--- src/inc/stc_consts.svh ---
`ifndef STC_CONSTS_SVH
`define STC_CONSTS_SVH

// ==========================================================================
// Register offsets (byte addresses on the bus).
`define STC_ADR_CTRL   4'h0
`define STC_ADR_LOW    4'h4
`define STC_ADR_HIGH   4'h8
`define STC_ADR_STAT   4'hc

// ==========================================================================
// Control register fields.
`define STC_CTRL_ON     0
`define STC_CTRL_CSS    1
`define STC_CTRL_SYNCD  2
`define STC_CTRL_OSCEN  3
`define STC_CTRL_PS_LO  4
`define STC_CTRL_PS_HI  5
`define STC_CTRL_SYSCLK 6
`define STC_CTRL_WIDE   7

// ==========================================================================
// Status register fields.
`define STC_STAT_OVF    0

// ==========================================================================
// Reset values and counts.
`define STC_CTRL_RST    8'h00
`define STC_COUNT_RST   16'h0000
`define STC_COUNT_MAX   16'hffff
`define STC_INSTR_DIV   4
`define STC_DIV_LAST    2'h3

`endif

--- src/inc/stc_pkg.sv ---
package stc_pkg;

    // ======================================================================
    // Operating modes, Gray coded along timer, sync counter, async counter.
    typedef enum logic [1:0] {
        STC_TIMER     = 2'h0,
        STC_SYNC_CNT  = 2'h1,
        STC_ASYNC_CNT = 2'h3
    } stc_mode_type;

    function automatic stc_mode_type stc_mode_of(input logic css,
                                                 input logic sync_dis);
        if (!css) begin
            return STC_TIMER;
        end else if (sync_dis) begin
            return STC_ASYNC_CNT;
        end else begin
            return STC_SYNC_CNT;
        end
    endfunction

endpackage

--- src/logic/stc_prescale.sv ---
`timescale 1ns/1ps

module stc_prescale #(
    parameter int WIDTH = 3
) (
    // Clock and reset.
    input  wire logic       clk_i,
    input  wire logic       rst_i,
    // Input edges, clear and ratio.
    input  wire logic       tick_i,
    input  wire logic       clear_i,
    input  wire logic [1:0] sel_i,
    // One pulse per completed ratio.
    output logic            carry_o
);

    logic [WIDTH-1:0] cnt;

    function automatic logic [WIDTH-1:0] ratio_mask(input logic [1:0] s);
        case (s)
            2'h0:    ratio_mask = WIDTH'(0);
            2'h1:    ratio_mask = WIDTH'(1);
            2'h2:    ratio_mask = WIDTH'(3);
            default: ratio_mask = WIDTH'(7);
        endcase
    endfunction

    // ======================================================================
    // Ratio counter.
    // A count left above a smaller new ratio carries at once, not after wrap.
    assign carry_o = tick_i & ~clear_i & (cnt >= ratio_mask(sel_i));

    always_ff @(posedge clk_i) begin
        if (rst_i || clear_i) begin
            cnt <= '0;
        end else if (tick_i) begin
            cnt <= carry_o ? '0 : WIDTH'(cnt + WIDTH'(1));
        end
    end
endmodule

--- src/logic/stc_sync.sv ---
`timescale 1ns/1ps

module stc_sync #(
    parameter int WIDTH = 1
) (
    // Clock and reset.
    input  wire logic             clk_i,
    input  wire logic             rst_i,
    // Asynchronous levels in, synchronised levels out.
    input  wire logic [WIDTH-1:0] async_i,
    output logic      [WIDTH-1:0] sync_o
);

    logic [WIDTH-1:0] stage1;

    // ======================================================================
    // Two flops; only the second stage is visible to the block.
    always_ff @(posedge clk_i) begin
        if (rst_i) begin
            stage1 <= '0;
            sync_o <= '0;
        end else begin
            stage1 <= async_i;
            sync_o <= stage1;
        end
    end

endmodule

--- src/logic/stc_timer.sv ---
// Decided for this implementation: register access over Wishbone and the register addresses.
`timescale 1ns/1ps
`include "stc_consts.svh"

// Summary of operation
// Timer, synchronous counter and asynchronous counter modes from two bits.
// Internal source advances once per instruction cycle, clock over four.
// External source advances on rising edges of the external clock input.
// Prescale select 00,01,10,11 divides by 1,2,4,8.
// Sync disable picks raw or synchronised input; ignored with internal clock.
// Clearing oscillator enable turns its amplifier and feedback off.
// With oscillator enabled, pin direction is ignored and pins read zero.
// Read-only status bit shows system clock taken from timer oscillator.
// Wide access enable makes counter access one 16-bit operation.
// Wide access cleared gives two independent byte accesses.
// Wide mode: high address is a buffer, low read copies high byte.
// Wide mode: writing the high buffer leaves the counter unchanged.
// Wide mode: low write loads high byte from buffer together.
// Wide mode: true high byte only reached through the buffer.
// Writing the high byte leaves the prescaler count alone.
// Writing the low byte clears the prescaler count.
// Counter runs while on bit set, holds while cleared.
// Count wraps ffff to 0000 and latches the overflow flag.
// Compare-unit special event trigger resets the counter to zero.
// A software write wins over a simultaneous special event reset.
// Prescaler counts selected edges, pulses at the ratio, then restarts.
// Asynchronous counter keeps counting while the instruction clock sleeps.
module stc_timer (
    // Clock and reset.
    input  wire logic                clk_i,
    input  wire logic                rst_i,
    // Wishbone slave.
    input  wire logic                wb_cyc_i,
    input  wire logic                wb_stb_i,
    input  wire logic                wb_we_i,
    input  wire logic [3:0]          wb_adr_i,
    input  wire logic [3:0]          wb_sel_i,
    input  wire logic [31:0]         wb_dat_i,
    output logic      [31:0]         wb_dat_o,
    output logic                     wb_ack_o,
    // Clock sources and system events.
    input  wire logic                ext_clock_pin_i,
    input  wire logic                sleep_i,
    input  wire logic                special_event_i,
    input  wire logic                sysclk_from_timer_osc_i,
    // Oscillator pins as port pins.
    input  wire logic [1:0]          port_direction_i,
    input  wire logic [1:0]          port_pins_i,
    output logic      [1:0]          port_oe_o,
    output logic      [1:0]          port_read_o,
    output logic                     osc_amp_enable_o,
    // Status.
    output logic                     overflow_flag_o,
    output logic      [15:0]         count_o,
    output stc_pkg::stc_mode_type    mode_o
);

    import stc_pkg::*;

    // ======================================================================
    // Declarations.
    logic         wide_access_enable;
    logic [1:0]   prescale_select;
    logic         timer_osc_enable;
    logic         ext_sync_disable;
    logic         clock_source_select;
    logic         counter_on;
    logic [15:0]  count;
    logic [7:0]   count_high_buffer;
    logic         overflow_flag;
    logic [1:0]   div_cnt;
    logic         ext_prev;
    logic         sync_edge;
    logic [2:0]   pins_s;
    logic         ext_s;
    logic         req;
    logic         wr;
    logic         rd_take;
    logic         hit_ctrl;
    logic         hit_low;
    logic         hit_high;
    logic         hit_stat;
    logic [7:0]   next_rd;
    logic         instr_tick;
    logic         rise;
    logic         src_tick;
    logic         inc;
    logic         wr_low;
    logic         wr_high;
    stc_mode_type mode;

    // ======================================================================
    // Pin synchronisation.
    stc_sync #(
        .WIDTH (3)
    ) u_sync (
        .clk_i   (clk_i),
        .rst_i   (rst_i),
        .async_i ({port_pins_i, ext_clock_pin_i}),
        .sync_o  (pins_s)
    );

    assign ext_s = pins_s[0];

    // ======================================================================
    // Bus decode.
    assign req     = wb_cyc_i & wb_stb_i;
    assign wr      = req & wb_we_i & wb_ack_o & wb_sel_i[0];
    assign rd_take = req & ~wb_we_i & ~wb_ack_o;

    always_comb begin
        hit_ctrl = 1'b0;
        hit_low  = 1'b0;
        hit_high = 1'b0;
        hit_stat = 1'b0;
        if (wb_adr_i == `STC_ADR_CTRL) begin
            hit_ctrl = 1'b1;
        end else if (wb_adr_i == `STC_ADR_LOW) begin
            hit_low = 1'b1;
        end else if (wb_adr_i == `STC_ADR_HIGH) begin
            hit_high = 1'b1;
        end else if (wb_adr_i == `STC_ADR_STAT) begin
            hit_stat = 1'b1;
        end
    end

    assign wr_low  = wr & hit_low;
    assign wr_high = wr & hit_high;

    always_comb begin
        next_rd = 8'h00;
        if (hit_ctrl) begin
            next_rd = {wide_access_enable, sysclk_from_timer_osc_i,
                       prescale_select, timer_osc_enable,
                       ext_sync_disable, clock_source_select,
                       counter_on};
        end else if (hit_low) begin
            next_rd = count[7:0];
        end else if (hit_high) begin
            next_rd = wide_access_enable ? count_high_buffer
                                         : count[15:8];
        end else if (hit_stat) begin
            next_rd = {7'h00, overflow_flag};
        end
    end

    // Read data is captured in the first cycle so that a low read and its
    // high-byte copy see the same count value.
    always_ff @(posedge clk_i) begin
        if (rst_i) begin
            wb_ack_o <= 1'b0;
            wb_dat_o <= 32'h0000_0000;
        end else begin
            wb_ack_o <= req & ~wb_ack_o;
            if (rd_take) begin
                wb_dat_o <= {24'h00_0000, next_rd};
            end
        end
    end

    // ======================================================================
    // Control register.
    always_ff @(posedge clk_i) begin
        if (rst_i) begin
            {wide_access_enable, prescale_select, timer_osc_enable,
             ext_sync_disable, clock_source_select, counter_on} <= 7'h00;
        end else if (wr && hit_ctrl) begin
            wide_access_enable  <= wb_dat_i[`STC_CTRL_WIDE];
            prescale_select     <= wb_dat_i[`STC_CTRL_PS_HI:`STC_CTRL_PS_LO];
            timer_osc_enable    <= wb_dat_i[`STC_CTRL_OSCEN];
            ext_sync_disable    <= wb_dat_i[`STC_CTRL_SYNCD];
            clock_source_select <= wb_dat_i[`STC_CTRL_CSS];
            counter_on          <= wb_dat_i[`STC_CTRL_ON];
        end
    end

    assign mode   = stc_mode_of(clock_source_select, ext_sync_disable);
    assign mode_o = mode;

    // ======================================================================
    // Oscillator pins.
    assign osc_amp_enable_o = timer_osc_enable;

    always_ff @(posedge clk_i) begin
        if (rst_i) begin
            port_oe_o   <= 2'h0;
            port_read_o <= 2'h0;
        end else begin
            port_oe_o   <= timer_osc_enable ? 2'h0 : ~port_direction_i;
            port_read_o <= timer_osc_enable ? 2'h0 : pins_s[2:1];
        end
    end

    // ======================================================================
    // Clock source selection.
    always_ff @(posedge clk_i) begin
        if (rst_i) begin
            div_cnt   <= 2'h0;
            ext_prev  <= 1'b0;
            sync_edge <= 1'b0;
        end else begin
            div_cnt   <= 2'(div_cnt + 2'h1);
            ext_prev  <= ext_s;
            sync_edge <= rise & ~sleep_i;
        end
    end

    assign instr_tick = (div_cnt == `STC_DIV_LAST);
    assign rise       = ext_s & ~ext_prev;

    // The synchronised path needs the instruction clock, so it stops in
    // sleep; the raw path does not, which is what lets it wake the part.
    always_comb begin
        case (mode)
            STC_TIMER:     src_tick = instr_tick & ~sleep_i;
            STC_SYNC_CNT:  src_tick = sync_edge;
            STC_ASYNC_CNT: src_tick = rise;
            default:       src_tick = 1'b0;
        endcase
    end

    stc_prescale #(
        .WIDTH (3)
    ) u_prescale (
        .clk_i   (clk_i),
        .rst_i   (rst_i),
        .tick_i  (src_tick & counter_on),
        .clear_i (wr_low),
        .sel_i   (prescale_select),
        .carry_o (inc)
    );

    // ======================================================================
    // Counter and high-byte buffer.
    always_ff @(posedge clk_i) begin
        if (rst_i) begin
            count <= `STC_COUNT_RST;
        end else if (wr_low) begin
            if (wide_access_enable) begin
                count <= {count_high_buffer, wb_dat_i[7:0]};
            end else begin
                count[7:0] <= wb_dat_i[7:0];
            end
        end else if (wr_high && !wide_access_enable) begin
            count[15:8] <= wb_dat_i[7:0];
        end else if (special_event_i) begin
            count <= `STC_COUNT_RST;
        end else if (inc) begin
            count <= 16'(count + 16'h0001);
        end
    end

    always_ff @(posedge clk_i) begin
        if (rst_i) begin
            count_high_buffer <= 8'h00;
        end else if (wr_high) begin
            count_high_buffer <= wb_dat_i[7:0];
        end else if (rd_take && hit_low && wide_access_enable) begin
            count_high_buffer <= count[15:8];
        end
    end

    // A new overflow wins over a clear in the same cycle.
    always_ff @(posedge clk_i) begin
        if (rst_i) begin
            overflow_flag <= 1'b0;
        end else if (inc && count == `STC_COUNT_MAX && !wr_low &&
                     !(wr_high && !wide_access_enable) &&
                     !special_event_i) begin
            overflow_flag <= 1'b1;
        end else if (wr && hit_stat && wb_dat_i[`STC_STAT_OVF]) begin
            overflow_flag <= 1'b0;
        end
    end

    assign overflow_flag_o = overflow_flag;
    assign count_o         = count;
endmodule

--- config.mk ---
export PLATFORM = sky130hd
export DESIGN_NAME = stc_timer
export DESIGN_NICKNAME = d
export VERILOG_FILES = /design/src/inc/stc_pkg.sv /design/src/logic/stc_prescale.sv /design/src/logic/stc_sync.sv /design/src/logic/stc_timer.sv
export VERILOG_INCLUDE_DIRS = /design/src /design/src/inc
export SDC_FILE = /design/constraint.sdc
export NUM_CORES = 1
export LEC_CHECK = 0
export ABC_CLOCK_PERIOD_IN_PS = 5800
export BUFFER_PORTS_ARGS = -buffer_cell sky130_fd_sc_hd__buf_2
export CORE_MARGIN = 5
export CORE_UTILIZATION = 50
export DETAILED_ROUTE_END_ITERATION = 8
export HOLD_SLACK_MARGIN = 0.15
export PLACE_DENSITY_LB_ADDON = 0.15
export SYNTH_ARGS = -nofsm -noshare
export SYNTH_HDL_FRONTEND = slang
export SYNTH_SLANG_ARGS = --single-unit
--- constraint.sdc ---
create_clock -name clk_i -period 5.8 [get_ports clk_i]
set_clock_uncertainty 0.1 [all_clocks]
set_input_delay 1.16 -clock clk_i [delete_from_list [all_inputs] [get_ports clk_i]]
set_output_delay 1.16 -clock clk_i [all_outputs]
set_load 0.02 [all_outputs]
; ---- Word-level counts from Yosys, hierarchy flattened
; Cells that the tools add are included.
[totals]
wordCells = 108
ff_bits = 58
input_bits = 53
output_inout_bits = 57
[classes]
addsub = 3
n_eq_ne = 10
n_reduce_logical = 24
magnitude_cmp = 1
bitwise = 21
muxes = 29
[ops]
columns = op, count
row1 = $mux W8, 8
row2 = $mux W16, 3
row3 = $add A16 B1 Y16 const B, 1
row4 = $eq A16 B16 Y1 const B, 1
row5 = $and A1 B1 Y1, 15
row6 = $mux W1, 13
row7 = $logic_and A1 B1 Y1, 10
row8 = $pmux W3 S3, 1
row9 = $eq A4 B4 Y1 const B, 2
row10 = $eq A2 B2 Y1 const B, 3
row11 = $not A1 Y1, 5
row12 = $eq A2 B1 Y1 const B, 2
row13 = $eq A4 B3 Y1 const B, 1
row14 = $logic_not A1 Y1, 4
row15 = $logic_not A2 Y1, 2
row16 = $logic_not A4 Y1, 1
row17 = $mux W2, 2
row18 = $reduce_bool A2 Y1, 2
row19 = $reduce_bool A4 Y1, 1
row20 = $add A3 B1 Y3 const B, 1
row21 = $ge A3 B3 Y1, 1
row22 = $mux W3, 1
row23 = $pmux W1 S3, 1
row24 = $reduce_bool A3 Y1, 1
row25 = other kinds (6), 6

; ---- Depth between registers and ports, before layout
; Gate-level depths: netlist of run 1.
[depth]
word_depth = 13
mapped_depth = 8
mapped_depth_nobuf = 7

; ---- By module
; From an unflattened synthesis of run 1, not the netlist that was laid out.
[unflattened]
hier_cells = 414
hier_area_um2 = 3442.1
[by_module_without_submodules]
columns = mod, seq_area_each_um2, cells_per_inst, instances, area_per_inst_um2
row1 = stc_timer, 980.9, 373, 1, 3026.7
row2 = stc_prescale, 60.1, 29, 1, 257.7
row3 = stc_sync, 120.1, 12, 1, 157.7

; ---- Least setup slack after synthesis of run 1
; No wires, ideal clock.
[synth_timing]
path_type = input port to flip-flop
start = input wb_adr_i[0]
end = register count_high_buffer[2]
arrival_time_ps = 2311
setup_slack_ps = 3298
stages = 5
path_buffers = 0
cell_sequence = nand4bb_1 nor2_1 nand2_1 mux2i_1 a311oi_1
[synth_between]
elab_chain_len = 6
word_cells_on_any_way = 13
classes_between = 2 x eq/ne / 6 x mux / 1 x bitwise / 4 x reduce/logical
[synth_rtl]
columns = element, line
row1 = from (decl), stc_timer.sv:36  ; input wire logic [3:0] wb_adr_i,
row2 = $eq A4 B4 Y1 (no source line) or $eq A4 B3 Y1 (tied branches), -
row3 = $mux W1 (on tied branches), "stc_timer.sv:120, stc_timer.sv:118"
row4 = $mux W1 (on tied branches), "stc_timer.sv:118, stc_timer.sv:116"
row5 = $mux W1 or $logic_and A1 B1 Y1 (tied branches), "stc_timer.sv:116, stc_timer.sv:258"
row6 = $and A1 B1 Y1 or $logic_and A1 B1 Y1 (tied branches), "stc_timer.sv:128, stc_timer.sv:258"
row7 = $mux W8 or $reduce_bool A2 Y1 (tied branches), -
row8 = to (signal assigned), stc_timer.sv:257  ; count_high_buffer <= wb_dat_i[7:0];
row9 = to (signal assigned), stc_timer.sv:259  ; count_high_buffer <= count[15:8];
row10 = to (decl), stc_timer.sv:69  ; logic [7:0] count_high_buffer;
; Parallel ways exist; a longest one is shown, timed or not.
; A chain may end at the register's enable or synchronous reset.

; ---- Worst setup path in the final report of run 1
[layout_timing]
start = input wb_adr_i[0]
end = register count[1], in the netlist count_o[1]
[layout_between]
elab_chain_len = 9
word_cells_on_any_way = 18
classes_between = 3 x eq/ne / 6 x mux / 5 x bitwise / 4 x reduce/logical
[layout_rtl]
columns = element, line
row1 = $eq A4 B3 Y1 (no source line), -
row2 = $mux W1, stc_timer.sv:118  ; end else if (wb_adr_i == `STC_ADR_LOW) begin
row3 = $mux W1, stc_timer.sv:116  ; if (wb_adr_i == `STC_ADR_CTRL) begin
row4 = $and A1 B1 Y1, stc_timer.sv:127  ; assign wr_low = wr & hit_low;
row5 = $not A1 Y1, stc_prescale.sv:31  ; assign carry_o = tick_i & ~clear_i & (cnt >= ratio_mask(sel_i));
row6 = $and A1 B1 Y1 (2 in series), stc_prescale.sv:31
row7 = $reduce_bool A3 Y1 (no source line), -
row8 = $reduce_and A2 Y1 (no source line), -
row9 = to (signal assigned), stc_timer.sv:237  ; count <= `STC_COUNT_RST;
row10 = to (signal assigned), stc_timer.sv:240  ; count <= {count_high_buffer, wb_dat_i[7:0]};
row11 = to (signal assigned), stc_timer.sv:242  ; count[7:0] <= wb_dat_i[7:0];
row12 = to (decl), stc_timer.sv:68  ; logic [15:0] count;
; Parallel ways exist; a longest one is shown, timed or not.

==> results of run 1 <==
sequential cells by signal, summed over array words and instances (netlist names), 3 cells and up:
| signal | count |
|---|---|
| wb_dat_o | 8 |
| count_o | 16 |
| u_prescale.cnt | 3 |
| u_sync.sync_o | 3 |
| u_sync.stage1 | 3 |
| count_high_buffer | 8 |
worst paths after layout:
check / from / to / slack [ns]
worst max-delay path: wb_adr_i[0] / count_o[1]$_SDFFE_PP0P_ / 2.68
worst min-delay path: ext_prev$_SDFF_PP0_ / sync_edge$_SDFF_PP0_ / 0.31
worst max register to register: prescale_select[1]$_SDFFE_PP0P_ / count_o[1]$_SDFFE_PP0P_ / 3.24
worst min register to register: ext_prev$_SDFF_PP0_ / sync_edge$_SDFF_PP0_ / 0.31
cells in the mapped netlist (all sizes together) (7+ instances only):
cell and count:
dfxtp 58, a22oi 10, o21ai 11, o22ai 9
nor2 26, inv 7, mux2i 27, clkbuf 10
nand2 24, nor3 20, a21oi 23, buf 42
nand4 7, a311oi 11, nand3 17, nor2b 11
worst max-delay path, delay by kind of cell:
kind / cells / cell delay, ns
AND/OR/NAND/NOR: 3 / 1.08
buffers and inverters: 2 / 0.44
AO/OA/AOI/OAI: 2 / 0.53
final cells by class:
type | count | area share
multi-input combinational | 306 | 0.536
sequential | 58 | 0.300
timing repair buffer | 60 | 0.0789
clock buffer | 10 | 0.0356
tap | 96 | 0.0310
clock inverter | 6 | 0.0110
inverter | 8 | 0.00776
through the flow:
stage	cells	instance area [um^2]	power [uW]
global route	544	3870	881
detailed placement	528	3690	510
global placement	528	3690	509
CTS	544	3870	849
floorplan	424	3590	493
finish	544	3870	849
cells by family after synthesis:
kind of cell             Yosys count  synth area share
AO/OA/AOI/OAI                    105             0.220
XOR/XNOR                           8            0.0200
adder cells (fa/ha/maj)            6            0.0214
buffers and inverters             60             0.103
flip-flops                        58             0.332
multiplexers                      29            0.0868
other                              1           0.00107
AND/OR/NAND/NOR                  134             0.216
power by group through the flow:
stage                     clock [uW]  combinational, uW  sequential, uW
after floorplan                    0               69.0             424
after global placement             0               87.1             422
after detailed placement           0               87.7             422
after CTS                        348               88.0             413
after global routing             370               96.7             414
final                            345               90.0             413
routing by layer:
metal | global-route usage | share of wire
met1 | 0.320 | 0.44
met2 | 0.323 | 0.42
met3 | 0.0753 | 0.11
met4 | 0.0975 | 0.023
met5 | 0 | 0
==> flow_summary.yaml, run 1 <==
timing:
  fin_ws_ns: 2.68
  worst_pin_slew_ns: 0.906
  min_period_ns: 3.12
  slew_headroom: 0.394
  post-route-period-util: 0.537
  setup_viol: 0
  fin_hold_ws_ns: 0.313
  fmax_mhz: 321
  rsz0062_at_grt: "false"
  fin_tns_setup_ns: 0
  final-max-slew-violation-count: 0
  hold_viol: 0
setup_path:
  rr_worst_depth: 7
  cp_slowest_cell: "nor3_2"
  start_kind: "primary input"
  critPathMaxStageDelay_ns: 0.67
  path_cells: "buf_2 > nand4bb_1 > nor3_2 > buf_4 > nor2_1 > a21oi_1 > a311oi_1"
  worstSetupPathType: "primary input to register"
  cp_max_fo: 12
  cp.required_ns: 5.91
  arrival_ns: 3.22
  end_kind: "register"
clocking:
  htreeDepth: 3
  tritoncts: "built"
  clkSinkCount: 58
  ctsResizeCount: 0
  root_buffer: "clkbuf_8"
  postCtsHoldBufs: 0
  clockBufferDepth: 2
  clkLatencyLatePin_ns: 0.35
  numCtsBuffers: 9
  post_cts_buffers: 0
  clk_transition_reported_paths_ns: 0.07
route:
  antenna_left: 0
  vias_per_cell: 6.03
  num_vias: 3278
  drt_pre_antenna_iters: 5
  drt_iter0_markers: 272
  wl_per_cell_um: 18.5
  routed_wl_um: 10100
  drc: 0
synth:
  ys_seq_elements: 58
  yosys_warnings: 0
  syn_inst: 401
  syn_area_um2: 3500
  synth_area_per_cell_um2: 8.73
  synth_cell_types: 71
  synthArstFlopShare: 0
  synth-main-ff-cell: "dfxtp_1"
  ys_seq_area_frac: 0.332
  synth_top_cell_by_area: "dfxtp_1"
  synth_edf_count: 0
  synth_top_area_share: 0.332
  synth.area.top_cells: "dfxtp_1 33%, mux2i_1 7.7%, buf_4 6.0%, a21oi_1 3.3%, nor2_1 2.8%"
floorplan:
  num_rows: 30
  die_w_um: 93.7
  start_util: 0.515
  io_pins: 110
  core_area_um2: 6790
  die_area_um2: 8780
  die_h_um: 93.7
cells_and_area:
  final_core_util: 0.569
  num-nets-final: 502
  most-common-layout-cells: "58 x dfxtp_1, 58 x buf_2, 27 x mux2i_1, 26 x nor2_1, 24 x conb_1"
  drive_gt1_frac: 0.210
  multi_input_area_um2: 2070
  antennaDiodeCount: 0
  syn_to_final_growth_pct: 10.5
  fill_cells: 645
  register_area_um2: 1160
run_status:
  run_status: "finished clean"
power:
  p_sw_frac: 0.295
  ir_drop_v: 0.000112
  p_leak_uw: 0.00156
  p_per_area_nw_per_um2: 219
  p_sw_uw: 250
  intPower_uw: 598
  p_seq_frac: 0.487
  p_comb_frac: 0.106
  clockPowerShare: 0.407
global_route:
  grt_first_pass_wirelength_um: 15600
  first_global_vias: 2928
  antenna_found_initial: 0
  grt_overflow: 0
  grt_max_degree: 59
  track_usage: 0.230
hold_path:
  hold_depth: 1
  worstHoldPathType: "register to register"
placed_design:
  hpwl_um: 7240
  io_buffers: 58
  post-place-ws_ns: 2.43
  gp_congestion: 0.963
job:
  drv_cap: 0
Note: power is estimated with default switching activity, not from simulation.
==> run 2: changes to the inputs <==
ABC_CLOCK_PERIOD_IN_PS = 3190   (was 5800)
clock period = 3.19 ns   (was 5.8 ns; I/O delays follow)
==> run 2 against run 1 <==
Effect of this change: count of clock-buffer cells in the layout down 1; global-route usage is essentially flat; via count grew 0.58%; sequential share of layout area decreased by 0.69 points; worst hold slack got worse by 0.0065 ns; worst setup slack lost 2.1 ns; flip-flop and latch count unchanged; critical endpoint is now count_o[6]$_SDFFE_PP0P_.
==> flow_summary.yaml, run 2 (synthesis gave the netlist of run 1 again) <==
timing:
  post-route-period-util: 0.807
  rsz0062_at_grt: "false"
  setup_viol: 0
  final-max-slew-violation-count: 0
  min_period_ns: 2.57
  worst_pin_slew_ns: 0.918
  fmax_mhz: 388
  slew_headroom: 0.386
  fin_ws_ns: 0.615
  fin_tns_setup_ns: 0
  hold_viol: 0
clocking:
  clk_transition_reported_paths_ns: 0.07
  root_buffer: "clkbuf_8"
  clockBufferDepth: 2
  tritoncts: "built"
  postCtsHoldBufs: 0
  clkSinkCount: 58
  ctsResizeCount: 0
  htreeDepth: 3
  clkLatencyLatePin_ns: 0.34
  post_cts_buffers: 0
  numCtsBuffers: 9
global_route:
  grt_max_degree: 41
  track_usage: 0.230
  antenna_found_initial: 0
  first_global_vias: 2890
  grt_first_pass_wirelength_um: 15600
  grt_overflow: 0
placed_design:
  gp_congestion: 0.944
  hpwl_um: 7310
  io_buffers: 58
  dpl-instance-area_um2: 3710
  post-place-ws_ns: 0.667
cells_and_area:
  most-common-layout-cells: "58 x dfxtp_1, 58 x buf_2, 27 x mux2i_1, 26 x nor2_1, 24 x conb_1"
  fill_cells: 620
  antennaDiodeCount: 0
  num-nets-final: 505
  largest_reg_flops: 16
  drive_gt1_frac: 0.215
  syn_to_final_growth_pct: 13.1
  register_area_um2: 1160
  multi_input_area_um2: 2070
  fin_area_um2: 3960
hold_path:
  worstHoldPathType: "register to register"
setup_path:
  arrival_ns: 2.77
  worstSetupPathType: "register to register"
  cp_slowest_cell: "a21oi_1"
  end_kind: "register"
  critPathMaxStageDelay_ns: 0.47
  start_kind: "register"
  cp.required_ns: 3.39
  cp_max_fo: 8
  path_cells: "or2_2 > ha_1 > nor2b_1 > o21ai_1 > nand3_1 > a21oi_1 > o221a_2"
floorplan:
  die_w_um: 93.7
  die_h_um: 93.7
  start_util: 0.515
  num_rows: 30
  die_area_um2: 8780
  core_area_um2: 6790
  io_pins: 110
power:
  ir_drop_v: 0.000178
  p_seq_frac: 0.425
  p_comb_frac: 0.093
  p_per_area_nw_per_um2: 447
  intPower_uw: 1310
  p_sw_frac: 0.258
  clockPowerShare: 0.483
  p_sw_uw: 456
  p_leak_uw: 0.00161
route:
  antenna_left: 0
  routed_wl_um: 10100
  drc: 0
  vias_per_cell: 6.03
  wl_per_cell_um: 18.4
  drt_iter0_markers: 235
  num_vias: 3297
  drt_pre_antenna_iters: 5
run_status:
  run_status: "finished clean"
job:
  drv_cap: 0
## run 2: power by group through the flow
| stage | registers (uW) | clock network, uW | logic, uW |
|---|---|---|---|
| 6_report | 752 | 854 | 164 |
| 5_1_grt | 754 | 900 | 176 |
| 4_1_cts | 751 | 867 | 161 |
| 3_5_place_dp | 768 | 0 | 160 |
| 3_3_place_gp | 767 | 0 | 159 |
| 2_1_floorplan | 771 | 0 | 126 |
## run 2: per-stage QoR
stage | hold WS [ns] | util | cells | total power, uW
floorplan | 0.289 | - | 424 | 896
global placement | 0.296 | 0.546 | 531 | 926
detailed placement | 0.306 | 0.546 | 531 | 928
CTS | 0.309 | 0.583 | 547 | 1780
global route | 0.320 | 0.583 | 547 | 1830
finish | 0.306 | 0.583 | 547 | 1770
## run 2: final timing paths
kind	startpoint	to	slack [ns]	depth (start not counted)
setup / recovery	prescale_select[1]$_SDFFE_PP0P_	count_o[6]$_SDFFE_PP0P_	0.62	7
hold / removal	ext_prev$_SDFF_PP0_	sync_edge$_SDFF_PP0_	0.31	1
setup reg to reg	prescale_select[1]$_SDFFE_PP0P_	count_o[6]$_SDFFE_PP0P_	0.62	7
hold reg to reg	ext_prev$_SDFF_PP0_	sync_edge$_SDFF_PP0_	0.31	1
## run 2: area by class of cell
cell class              count  share of cell area
multi-input cells         306               0.523
flip-flops and latches     58               0.293
repair buffers             63              0.0828
clock inverters             7              0.0316
clock buffers               9              0.0313
well taps                  96              0.0303
inverters                   8             0.00758
## run 2: routing by layer
layer  wire, um  GRT usage  vias to the layer above
li1           -          -                     1551
met1       4450      0.326                     1527
met2       4420      0.342                      191
met3        930     0.0409                       28
met4        252     0.0951                        0
met5          0          0                        -
## run 2: worst max-delay path, delay by kind of cell, from the launching register on
| family | cells | cell delay [ns] |
|---|---|---|
| compound gates | 3 | 1.05 |
| fa+ha+maj | 1 | 0.27 |
| flops | 1 | 0.36 |
| simple gates | 3 | 0.74 |
